$ cat config.mk
export PLATFORM = sky130hd
export DESIGN_NAME = gate_drive_diag_config_regs
export DESIGN_NICKNAME = d
export VERILOG_FILES = /design/src/diag_delay_timer.v /design/src/src_current_decode.v /design/src/gate_drive_diag_config_regs.v
export VERILOG_INCLUDE_DIRS = /design/src
export SDC_FILE = /design/constraint.sdc
export NUM_CORES = 1
export LEC_CHECK = 0
export BUFFER_PORTS_ARGS = -buffer_cell sky130_fd_sc_hd__buf_4
export CORE_UTILIZATION = 37
export CTS_BUF_LIST = sky130_fd_sc_hd__clkbuf_16
export CTS_CLUSTER_DIAMETER = 150
export DETAILED_ROUTE_END_ITERATION = 10
export PLACE_DENSITY = 0.61
export RECOVER_POWER = 50
export SLEW_MARGIN = 20
export SYNTH_ARGS = -nofsm -noshare
export SYNTH_HDL_FRONTEND = slang
export SYNTH_HIERARCHICAL = 1
export SYNTH_SLANG_ARGS = --single-unit
$ cat constraint.sdc
create_clock -name i_ref_clk -period 4.83 [get_ports i_ref_clk]
set_input_delay 0 -clock i_ref_clk [delete_from_list [all_inputs] [get_ports i_ref_clk]]
set_output_delay 0 -clock i_ref_clk [all_outputs]
set_load 0.05 [all_outputs]
$ cat src/gate_drive_cfg_map.vh
`ifndef GATE_DRIVE_CFG_MAP_VH
`define GATE_DRIVE_CFG_MAP_VH

// Register offsets on the 6-bit register port
`define ADDR_W                6
`define ADDR_DIAG_CTRL        6'h05
`define ADDR_SRC_CUR_A        6'h06
`define ADDR_SRC_CUR_B        6'h07
`define ADDR_SRC_CUR_C        6'h08

// Reset values
`define RST_DIAG_CTRL         8'h40
`define RST_SRC_CUR           8'hff
`define RDATA_UNMAPPED        8'h00

// Diagnostics control field positions
`define BIT_OT_RECOVERY       7
`define BIT_DLY_HI            6
`define BIT_DLY_LO            5
`define BIT_SHORT_DIAG        4
`define BIT_PASSIVE_OL        3
`define BIT_ACTIVE_OL_C       2
`define BIT_ACTIVE_OL_B       1
`define BIT_ACTIVE_OL_A       0

// Source current nibbles
`define SRC_LOW_HI            7
`define SRC_LOW_LO            4
`define SRC_HIGH_HI           3
`define SRC_HIGH_LO           0

// Delay codes
`define DLY_CODE_0            2'b00
`define DLY_CODE_1            2'b01
`define DLY_CODE_2            2'b10
`define DLY_CODE_3            2'b11

// Clock rate and delays in microseconds, sized to the delay counter
`define CLK_MHZ               19'd40
`define OL_DLY0_US            19'd250
`define OL_DLY1_US            19'd1250
`define OL_DLY2_US            19'd5000
`define OL_DLY3_US            19'd11500
`define SH_DLY0_US            19'd100
`define SH_DLY1_US            19'd500
`define SH_DLY2_US            19'd2000
`define SH_DLY3_US            19'd4400

// Cycle counts derived from rate and time
`define OL_DLY0_CYC           (`OL_DLY0_US * `CLK_MHZ)
`define OL_DLY1_CYC           (`OL_DLY1_US * `CLK_MHZ)
`define OL_DLY2_CYC           (`OL_DLY2_US * `CLK_MHZ)
`define OL_DLY3_CYC           (`OL_DLY3_US * `CLK_MHZ)
`define SH_DLY0_CYC           (`SH_DLY0_US * `CLK_MHZ)
`define SH_DLY1_CYC           (`SH_DLY1_US * `CLK_MHZ)
`define SH_DLY2_CYC           (`SH_DLY2_US * `CLK_MHZ)
`define SH_DLY3_CYC           (`SH_DLY3_US * `CLK_MHZ)
`define DLY_CNT_W             19

// Peak source current in half-milliamp units
`define SRC_MA_W              11

`endif

$ cat src/diag_delay_timer.v
`timescale 1ns/1ps
`include "gate_drive_cfg_map.vh"

module diag_delay_timer (
    input  wire                    i_ref_clk,
    input  wire                    i_resetn,
    input  wire                    i_enable,
    input  wire [`DLY_CNT_W-1:0]   i_cycles,
    output reg                     o_done
);

    reg  [`DLY_CNT_W-1:0] count;

    // Dropping the enable restarts the full delay on the next run
    always @(posedge i_ref_clk or negedge i_resetn) begin
        if (!i_resetn) begin
            count  <= {`DLY_CNT_W{1'b0}};
            o_done <= 1'b0;
        end else if (!i_enable) begin
            count  <= {`DLY_CNT_W{1'b0}};
            o_done <= 1'b0;
        end else if (count >= i_cycles - {{(`DLY_CNT_W-1){1'b0}}, 1'b1}) begin
            count  <= {`DLY_CNT_W{1'b0}};
            o_done <= 1'b1;
        end else begin
            count  <= count + {{(`DLY_CNT_W-1){1'b0}}, 1'b1};
            o_done <= 1'b0;
        end
    end

endmodule // diag_delay_timer

$ cat src/src_current_decode.v
`timescale 1ns/1ps
`include "gate_drive_cfg_map.vh"

module src_current_decode (
    input  wire                  i_ref_clk,
    input  wire                  i_resetn,
    input  wire [3:0]            i_code,
    output reg  [`SRC_MA_W-1:0]  o_half_ma
);

    // Half-milliamp units keep the 1.5 mA step exact
    function [`SRC_MA_W-1:0] code_to_half_ma;
        input [3:0] code;
        begin
            case (code)
                4'h0:    code_to_half_ma = 11'h003;
                4'h1:    code_to_half_ma = 11'h007;
                4'h2:    code_to_half_ma = 11'h00a;
                4'h3:    code_to_half_ma = 11'h014;
                4'h4:    code_to_half_ma = 11'h01e;
                4'h5:    code_to_half_ma = 11'h064;
                4'h6:    code_to_half_ma = 11'h078;
                4'h7:    code_to_half_ma = 11'h082;
                4'h8:    code_to_half_ma = 11'h190;
                4'h9:    code_to_half_ma = 11'h1a4;
                4'ha:    code_to_half_ma = 11'h208;
                4'hb:    code_to_half_ma = 11'h212;
                4'hc:    code_to_half_ma = 11'h5be;
                4'hd:    code_to_half_ma = 11'h640;
                4'he:    code_to_half_ma = 11'h74e;
                default: code_to_half_ma = 11'h7d0;
            endcase
        end
    endfunction

    always @(posedge i_ref_clk or negedge i_resetn) begin
        if (!i_resetn) begin
            o_half_ma <= 11'h7d0;
        end else begin
            o_half_ma <= code_to_half_ma(i_code);
        end
    end

endmodule // src_current_decode

$ cat src/gate_drive_diag_config_regs.v
`timescale 1ns/1ps
`include "gate_drive_cfg_map.vh"

module gate_drive_diag_config_regs #(
    parameter [`DLY_CNT_W-1:0] OL_DLY0_CYC = `OL_DLY0_CYC,
    parameter [`DLY_CNT_W-1:0] OL_DLY1_CYC = `OL_DLY1_CYC,
    parameter [`DLY_CNT_W-1:0] OL_DLY2_CYC = `OL_DLY2_CYC,
    parameter [`DLY_CNT_W-1:0] OL_DLY3_CYC = `OL_DLY3_CYC,
    parameter [`DLY_CNT_W-1:0] SH_DLY1_CYC = `SH_DLY1_CYC,
    parameter [`DLY_CNT_W-1:0] SH_DLY2_CYC = `SH_DLY2_CYC,
    parameter [`DLY_CNT_W-1:0] SH_DLY3_CYC = `SH_DLY3_CYC
) (
    input  wire                  i_ref_clk,
    input  wire                  i_resetn,
    input  wire                  i_wr_en,
    input  wire                  i_rd_en,
    input  wire [`ADDR_W-1:0]    i_addr,
    input  wire [7:0]            i_wdata,
    output reg  [7:0]            o_rdata,
    input  wire                  i_overtemp_pin,
    input  wire                  i_clear_fault,
    input  wire                  i_standby,
    output reg                   o_overtemp_fault,
    output wire                  o_short_diag_active,
    output wire                  o_short_diag_sample,
    output wire                  o_passive_ol_active,
    output wire                  o_passive_ol_done,
    output wire [2:0]            o_active_ol_enable,
    output wire [1:0]            o_diag_delay_select,
    output wire [23:0]           o_src_current_code,
    output wire [65:0]           o_src_current_half_ma
);

    localparam [`DLY_CNT_W-1:0] SH_DLY0_CYC = `SH_DLY0_CYC;
    localparam [7:0]            RST_DIAG    = `RST_DIAG_CTRL;
    localparam [7:0]            RST_SRC     = `RST_SRC_CUR;


    reg                      overtemp_recovery_select;
    reg  [1:0]               diag_delay_select;
    reg                      offline_short_diag_enable;
    reg                      passive_open_load_enable;
    reg                      active_open_load_phase_c;
    reg                      active_open_load_phase_b;
    reg                      active_open_load_phase_a;
    reg  [3:0]               src_current_low_phase_a;
    reg  [3:0]               src_current_high_phase_a;
    reg  [3:0]               src_current_low_phase_b;
    reg  [3:0]               src_current_high_phase_b;
    reg  [3:0]               src_current_low_phase_c;
    reg  [3:0]               src_current_high_phase_c;
    reg  [2:0]               ot_sync;
    reg                      ot_cond;
    reg  [7:0]               next_rdata;
    reg  [`DLY_CNT_W-1:0]    ol_cycles;
    reg  [`DLY_CNT_W-1:0]    sh_cycles;
    wire [7:0]               diag_ctrl;
    wire                     wr_diag;
    wire                     ol_run;
    wire                     sh_run;
    wire                     ol_done;

    // Write strobe for one register offset
    function wr_hit;
        input               wr_en;
        input [`ADDR_W-1:0] addr;
        input [`ADDR_W-1:0] offset;
        begin
            wr_hit = wr_en && (addr == offset);
        end
    endfunction

    assign wr_diag = wr_hit(i_wr_en, i_addr, `ADDR_DIAG_CTRL);

    assign diag_ctrl = {overtemp_recovery_select,
                        diag_delay_select,
                        offline_short_diag_enable,
                        passive_open_load_enable,
                        active_open_load_phase_c,
                        active_open_load_phase_b,
                        active_open_load_phase_a};

    // Diagnostics control bits apart from the self-clearing one
    always @(posedge i_ref_clk or negedge i_resetn) begin
        if (!i_resetn) begin
            overtemp_recovery_select  <= RST_DIAG[`BIT_OT_RECOVERY];
            diag_delay_select         <= RST_DIAG[`BIT_DLY_HI:`BIT_DLY_LO];
            offline_short_diag_enable <= RST_DIAG[`BIT_SHORT_DIAG];
            active_open_load_phase_c  <= RST_DIAG[`BIT_ACTIVE_OL_C];
            active_open_load_phase_b  <= RST_DIAG[`BIT_ACTIVE_OL_B];
            active_open_load_phase_a  <= RST_DIAG[`BIT_ACTIVE_OL_A];
        end else if (wr_diag) begin
            overtemp_recovery_select  <= i_wdata[`BIT_OT_RECOVERY];
            diag_delay_select         <= i_wdata[`BIT_DLY_HI:`BIT_DLY_LO];
            offline_short_diag_enable <= i_wdata[`BIT_SHORT_DIAG];
            active_open_load_phase_c  <= i_wdata[`BIT_ACTIVE_OL_C];
            active_open_load_phase_b  <= i_wdata[`BIT_ACTIVE_OL_B];
            active_open_load_phase_a  <= i_wdata[`BIT_ACTIVE_OL_A];
        end
    end

    // Self-clear loses to a write of 1, so a fresh start is never lost
    always @(posedge i_ref_clk or negedge i_resetn) begin
        if (!i_resetn) begin
            passive_open_load_enable <= RST_DIAG[`BIT_PASSIVE_OL];
        end else if (wr_diag && i_wdata[`BIT_PASSIVE_OL]) begin
            passive_open_load_enable <= 1'b1;
        end else if (ol_done) begin
            passive_open_load_enable <= 1'b0;
        end else if (wr_diag) begin
            passive_open_load_enable <= 1'b0;
        end
    end

    always @(posedge i_ref_clk or negedge i_resetn) begin
        if (!i_resetn) begin
            src_current_low_phase_a  <= RST_SRC[`SRC_LOW_HI:`SRC_LOW_LO];
            src_current_high_phase_a <= RST_SRC[`SRC_HIGH_HI:`SRC_HIGH_LO];
        end else if (wr_hit(i_wr_en, i_addr, `ADDR_SRC_CUR_A)) begin
            src_current_low_phase_a  <= i_wdata[`SRC_LOW_HI:`SRC_LOW_LO];
            src_current_high_phase_a <= i_wdata[`SRC_HIGH_HI:`SRC_HIGH_LO];
        end
    end

    always @(posedge i_ref_clk or negedge i_resetn) begin
        if (!i_resetn) begin
            src_current_low_phase_b  <= RST_SRC[`SRC_LOW_HI:`SRC_LOW_LO];
            src_current_high_phase_b <= RST_SRC[`SRC_HIGH_HI:`SRC_HIGH_LO];
        end else if (wr_hit(i_wr_en, i_addr, `ADDR_SRC_CUR_B)) begin
            src_current_low_phase_b  <= i_wdata[`SRC_LOW_HI:`SRC_LOW_LO];
            src_current_high_phase_b <= i_wdata[`SRC_HIGH_HI:`SRC_HIGH_LO];
        end
    end

    always @(posedge i_ref_clk or negedge i_resetn) begin
        if (!i_resetn) begin
            src_current_low_phase_c  <= RST_SRC[`SRC_LOW_HI:`SRC_LOW_LO];
            src_current_high_phase_c <= RST_SRC[`SRC_HIGH_HI:`SRC_HIGH_LO];
        end else if (wr_hit(i_wr_en, i_addr, `ADDR_SRC_CUR_C)) begin
            src_current_low_phase_c  <= i_wdata[`SRC_LOW_HI:`SRC_LOW_LO];
            src_current_high_phase_c <= i_wdata[`SRC_HIGH_HI:`SRC_HIGH_LO];
        end
    end

    // Read mux; unmapped offsets answer zero
    always @* begin
        case (i_addr)
            `ADDR_DIAG_CTRL: next_rdata = diag_ctrl;
            `ADDR_SRC_CUR_A: next_rdata = {src_current_low_phase_a, src_current_high_phase_a};
            `ADDR_SRC_CUR_B: next_rdata = {src_current_low_phase_b, src_current_high_phase_b};
            `ADDR_SRC_CUR_C: next_rdata = {src_current_low_phase_c, src_current_high_phase_c};
            default:         next_rdata = `RDATA_UNMAPPED;
        endcase
    end

    always @(posedge i_ref_clk or negedge i_resetn) begin
        if (!i_resetn) begin
            o_rdata <= `RDATA_UNMAPPED;
        end else if (i_rd_en) begin
            o_rdata <= next_rdata;
        end
    end

    // Overtemperature pin is analog-side, so three flops before use
    always @(posedge i_ref_clk or negedge i_resetn) begin
        if (!i_resetn) begin
            ot_sync <= 3'h0;
            ot_cond <= 1'b0;
        end else begin
            ot_sync <= {ot_sync[1:0], i_overtemp_pin};
            if (ot_sync[1] == ot_sync[2]) begin
                ot_cond <= ot_sync[2];
            end
        end
    end

    // Condition present always sets, so a clear cannot hide a live fault
    always @(posedge i_ref_clk or negedge i_resetn) begin
        if (!i_resetn) begin
            o_overtemp_fault <= 1'b0;
        end else if (ot_cond) begin
            o_overtemp_fault <= 1'b1;
        end else if (overtemp_recovery_select) begin
            o_overtemp_fault <= 1'b0;
        end else if (i_clear_fault) begin
            o_overtemp_fault <= 1'b0;
        end
    end

    // Delay selection for both diagnostics
    always @* begin
        case (diag_delay_select)
            `DLY_CODE_0: begin
                ol_cycles = OL_DLY0_CYC;
                sh_cycles = SH_DLY0_CYC;
            end
            `DLY_CODE_1: begin
                ol_cycles = OL_DLY1_CYC;
                sh_cycles = SH_DLY1_CYC;
            end
            `DLY_CODE_2: begin
                ol_cycles = OL_DLY2_CYC;
                sh_cycles = SH_DLY2_CYC;
            end
            default: begin
                ol_cycles = OL_DLY3_CYC;
                sh_cycles = SH_DLY3_CYC;
            end
        endcase
    end

    // Leaving standby aborts the test; it restarts in full on return
    assign ol_run = passive_open_load_enable && i_standby;
    assign sh_run = offline_short_diag_enable && i_standby;

    diag_delay_timer u_ol_timer (
        .i_ref_clk (i_ref_clk),
        .i_resetn  (i_resetn),
        .i_enable  (ol_run),
        .i_cycles  (ol_cycles),
        .o_done    (ol_done)
    );

    // Short test samples once per delay period while enabled
    diag_delay_timer u_sh_timer (
        .i_ref_clk (i_ref_clk),
        .i_resetn  (i_resetn),
        .i_enable  (sh_run),
        .i_cycles  (sh_cycles),
        .o_done    (o_short_diag_sample)
    );

    assign o_passive_ol_active = ol_run;
    assign o_passive_ol_done   = ol_done;
    assign o_short_diag_active = sh_run;
    assign o_diag_delay_select = diag_delay_select;
    assign o_active_ol_enable  = {active_open_load_phase_c,
                                  active_open_load_phase_b,
                                  active_open_load_phase_a};

    // Code order: a-low, a-high, b-low, b-high, c-low, c-high from the top
    assign o_src_current_code = {src_current_low_phase_a,
                                 src_current_high_phase_a,
                                 src_current_low_phase_b,
                                 src_current_high_phase_b,
                                 src_current_low_phase_c,
                                 src_current_high_phase_c};

    // One decoder per nibble, slices in the same order as the code bus
    src_current_decode u_dec_a_low (
        .i_ref_clk (i_ref_clk),
        .i_resetn  (i_resetn),
        .i_code    (src_current_low_phase_a),
        .o_half_ma (o_src_current_half_ma[65:55])
    );

    src_current_decode u_dec_a_high (
        .i_ref_clk (i_ref_clk),
        .i_resetn  (i_resetn),
        .i_code    (src_current_high_phase_a),
        .o_half_ma (o_src_current_half_ma[54:44])
    );

    src_current_decode u_dec_b_low (
        .i_ref_clk (i_ref_clk),
        .i_resetn  (i_resetn),
        .i_code    (src_current_low_phase_b),
        .o_half_ma (o_src_current_half_ma[43:33])
    );

    src_current_decode u_dec_b_high (
        .i_ref_clk (i_ref_clk),
        .i_resetn  (i_resetn),
        .i_code    (src_current_high_phase_b),
        .o_half_ma (o_src_current_half_ma[32:22])
    );

    src_current_decode u_dec_c_low (
        .i_ref_clk (i_ref_clk),
        .i_resetn  (i_resetn),
        .i_code    (src_current_low_phase_c),
        .o_half_ma (o_src_current_half_ma[21:11])
    );

    src_current_decode u_dec_c_high (
        .i_ref_clk (i_ref_clk),
        .i_resetn  (i_resetn),
        .i_code    (src_current_high_phase_c),
        .o_half_ma (o_src_current_half_ma[10:0])
    );

endmodule // gate_drive_diag_config_regs

==> flow_metrics.env <==
export IMPL_crit_arrival_ns=4.82
export IMPL_rows=56
export IMPL_crit_end="u_ol_timer/count[1]"
export IMPL_drive_gt1_share_pct=23.5
export IMPL_peakVddDrop_uv=211
export IMPL_setup_viol=0
export IMPL_first_pass_iters=4
export IMPL_n_fill_cell=2243
export IMPL_async_flop_share_pct=100
export IMPL_syn_instance_count=861
export IMPL_final_cell_mix="90 x dfrtp_1, 80 x ha_1, 80 x buf_4"
export IMPL_post_cts_resized=0
export IMPL_vias=6548
export IMPL_clock_sinks=151
export IMPL_die_w_um=159
export IMPL_worst_setup_path_start_kind="register"
export IMPL_drtAntennaViolNets=0
export IMPL_r2r_start="o_diag_delay_select[1]"
export IMPL_drt_initial_drc_count=301
export IMPL_reg2reg_depth=16
export IMPL_final_common_cell="dfrtp_1"
export IMPL_avgSynthCellArea_sq_um=10.5
export IMPL_synth_flop_cell="dfrtp_1"
export IMPL_ys_types=70
export IMPL_hold_worst_slack_ns=0.0571
export IMPL_antenna_cells=0
export IMPL_core_region_area_sq_um=23800
export IMPL_leakagePower_uw=0.00468
export IMPL_max_slew_margin_pct=-67.5
export IMPL_r2r_end="u_ol_timer/count[1]"
export IMPL_worst_path_max_fanout=19
export IMPL_synthesis_area_sq_um=9080
export IMPL_startpoint="o_diag_delay_select[1]"
export IMPL_clockRootBuffer="clkbuf_16"
export IMPL_critPathCaptureType="register"
export IMPL_hold_viol_final=0
export IMPL_pwr_share_comb_pct=28.3
export IMPL_clk_pin_slew_ns=0.07
export IMPL_regToRegSetupSlack_ns=0.35
export IMPL_synth_edf_count=0
export IMPL_post_drt_wl_per_cell_um=14.6
export IMPL_min_period_ns=4.48
export IMPL_critical_path_class="reg2reg"
export IMPL_report_final_slew_viol_count=48
export IMPL_yosys_register_bits=151
export IMPL_yosysSeqAreaShare_pct=42.4
export IMPL_p_sw_uw=1540
export IMPL_io_buffers=128
export IMPL_antenna_found_initial=0
export IMPL_place_inst=1308
export IMPL_cts_buffers=17
export IMPL_finalCritPeriodShare_pct=92.8
export IMPL_hpwlAfterDp_mm=14.0
export IMPL_p_int_uw=2570
export IMPL_grt_usage_pct=16.5
export IMPL_grt_max_degree=109
export IMPL_drc_errors=0
export IMPL_die_h_um=159
export IMPL_cts_buffer_depth=2
export IMPL_finalSetupTns_ns=0
export IMPL_violations="capacitance limit, slew limit"
export IMPL_fin_area_sq_um=10800
export IMPL_ios=129
export IMPL_clock_fmax_ghz=0.223
export IMPL_fin_cells=1353
export IMPL_yosys_warnings=6
export IMPL_gp_congestion=0.763
export IMPL_worst_pin_slew_ns=2.51
export IMPL_initial_core_util_pct=38.2
export IMPL_switching_share_pct=37.5
export IMPL_placed_area_sq_um=10300
export IMPL_die_area_sq_um=25200
export IMPL_status="finished, violations left"
export IMPL_cts_htree_levels=4
export IMPL_cap_violations=1
export IMPL_clock_power_share_pct=32.7
export IMPL_holdPathStages=3
export IMPL_viasPerCell=4.84
export IMPL_nets=1122
export IMPL_cp_required_ns=5.16
export IMPL_powerDensity_nw_per_um2=381
export IMPL_grt_ovfl_total=0
export IMPL_hold_class="in2reg"
export IMPL_rsz0062_at_grt="no"
export IMPL_area_growth_pct=19.0
export IMPL_cts_tree="yes"
export IMPL_seq_power_share_pct=39.0
export IMPL_postRouteWirelength_mm=19.8
export IMPL_grt_pass1_wl_mm=32.5
export IMPL_clock_latency_ns=0.42
export IMPL_grt_pass1_vias=6377
export IMPL_skew_ns=0.00927
worst max-delay path: stages, from the launching register on:
cell and delay [ns]:
dfstp_2 0.59, inv_1 0.10, ha_1 0.26, nor2_1 0.11, nor2_1 0.05, or4_1 0.53
nor3_1 0.32, and3_1 0.27, nor2b_1 0.18, xnor2_1 0.15, ha_1 0.27, and2_1 0.17
a221o_1 0.28, a221o_1 0.31, or3b_1 0.35, buf_4 0.22, nor3b_1 0.22
cells by family (layout without fill, tap and decap cells):
group / Yosys count / count (layout) / synth area share [%]
fa+ha+maj: 81 / 81 / 11.1
buf+inv: 89 / 232 / 5.70
simple gates: 304 / 304 / 18.9
xor+xnor: 68 / 68 / 6.56
other cells: 2 / 32 / 0.0827
flops: 151 / 151 / 42.4
mux: 46 / 46 / 5.90
compound gates: 120 / 120 / 9.30
repair_timing:
item / CTS / global route
buffers inserted: 0 / 0
endpoints found under the hold margin: 117 / 0
hold buffers: 12 / 0
per-layer routing:
metal  global-route usage, %  part of all wire (%)
met3                    4.60                   5.1
met1                    22.1                    48
met2                    25.9                    46
met4                    4.95                  0.88
met5                       0                     0
flip-flops by register name (all words and copies together) (netlist names), 2 cells and up:
name and flops:
o_diag_delay_select 2, u_dec_c_low/o_half_ma 11, u_dec_b_high/o_half_ma 11, u_ol_timer/count 19, u_dec_a_low/o_half_ma 11, src_current_high_phase_a 4
o_rdata 8, u_dec_c_high/o_half_ma 11, src_current_low_phase_b 4, u_dec_a_high/o_half_ma 11, src_current_high_phase_c 4, src_current_low_phase_c 4
ot_sync 3, src_current_high_phase_b 4, u_dec_b_low/o_half_ma 11, src_current_low_phase_a 4, u_sh_timer/count 19
worst min-delay path by stage:
stage / from / to / slack, ns
global placement: i_overtemp_pin / ot_sync[0] / 0.12
detailed placement: i_overtemp_pin / ot_sync[0] / 0.12
global route: i_standby / u_sh_timer/o_done / 0.07
floorplan: i_resetn / active_open_load_phase_a / -0.30
CTS: i_standby / u_ol_timer/o_done / 0.04
finish: i_standby / u_ol_timer/o_done / 0.06
stage by stage:
step / util, % / power [uW] / worst slack (ns)
6_report: 45.5 / 4110 / 0.346
5_1_grt: 45.5 / 4330 / 0.0324
4_1_cts: 46.3 / 4230 / 0.339
3_5_place_dp: 43.3 / 2850 / 0.372
3_3_place_gp: 43.3 / 2840 / 0.514
2_1_floorplan: - / 2520 / 0.234
final cells by class:
type	count	area, sq um	area share [%]
well taps	319	399	3.69
clock inverters	15	166	1.54
clock buffers	17	425	3.94
flip-flops and latches	151	3850	35.7
inverters	53	199	1.84
multi-input cells	651	4830	44.7
repair buffers	147	933	8.63
power groups by stage:
stage / Clock [uW] / Sequential [uW] / Combinational (uW)
after global routing: 1440 / 1640 / 1260
after global placement: 0 / 1630 / 1210
after CTS: 1390 / 1610 / 1230
final: 1350 / 1610 / 1160
after detailed placement: 0 / 1630 / 1220
after floorplan: 0 / 2020 / 497
synthesized netlist by cell type (all sizes together) (10+ instances only):
library cell / instances / area share, %
ha: 80 / 11
o21ai: 27 / 1.5
nand2: 59 / 2.5
nor2: 45 / 2.0
inv: 53 / 2.2
nor3: 81 / 5.6
nand3: 30 / 1.8
dfrtp: 90 / 25
nand2b: 26 / 1.9
xor2: 24 / 2.3
buf: 30 / 3.3
mux2i: 10 / 1.1
and2: 13 / 0.90
mux2: 34 / 4.3
dfstp: 61 / 18
a21o: 10 / 0.83
xnor2: 44 / 4.2
o211a: 10 / 1.1
a21oi: 22 / 1.3
(Power assumes the default switching activity.)
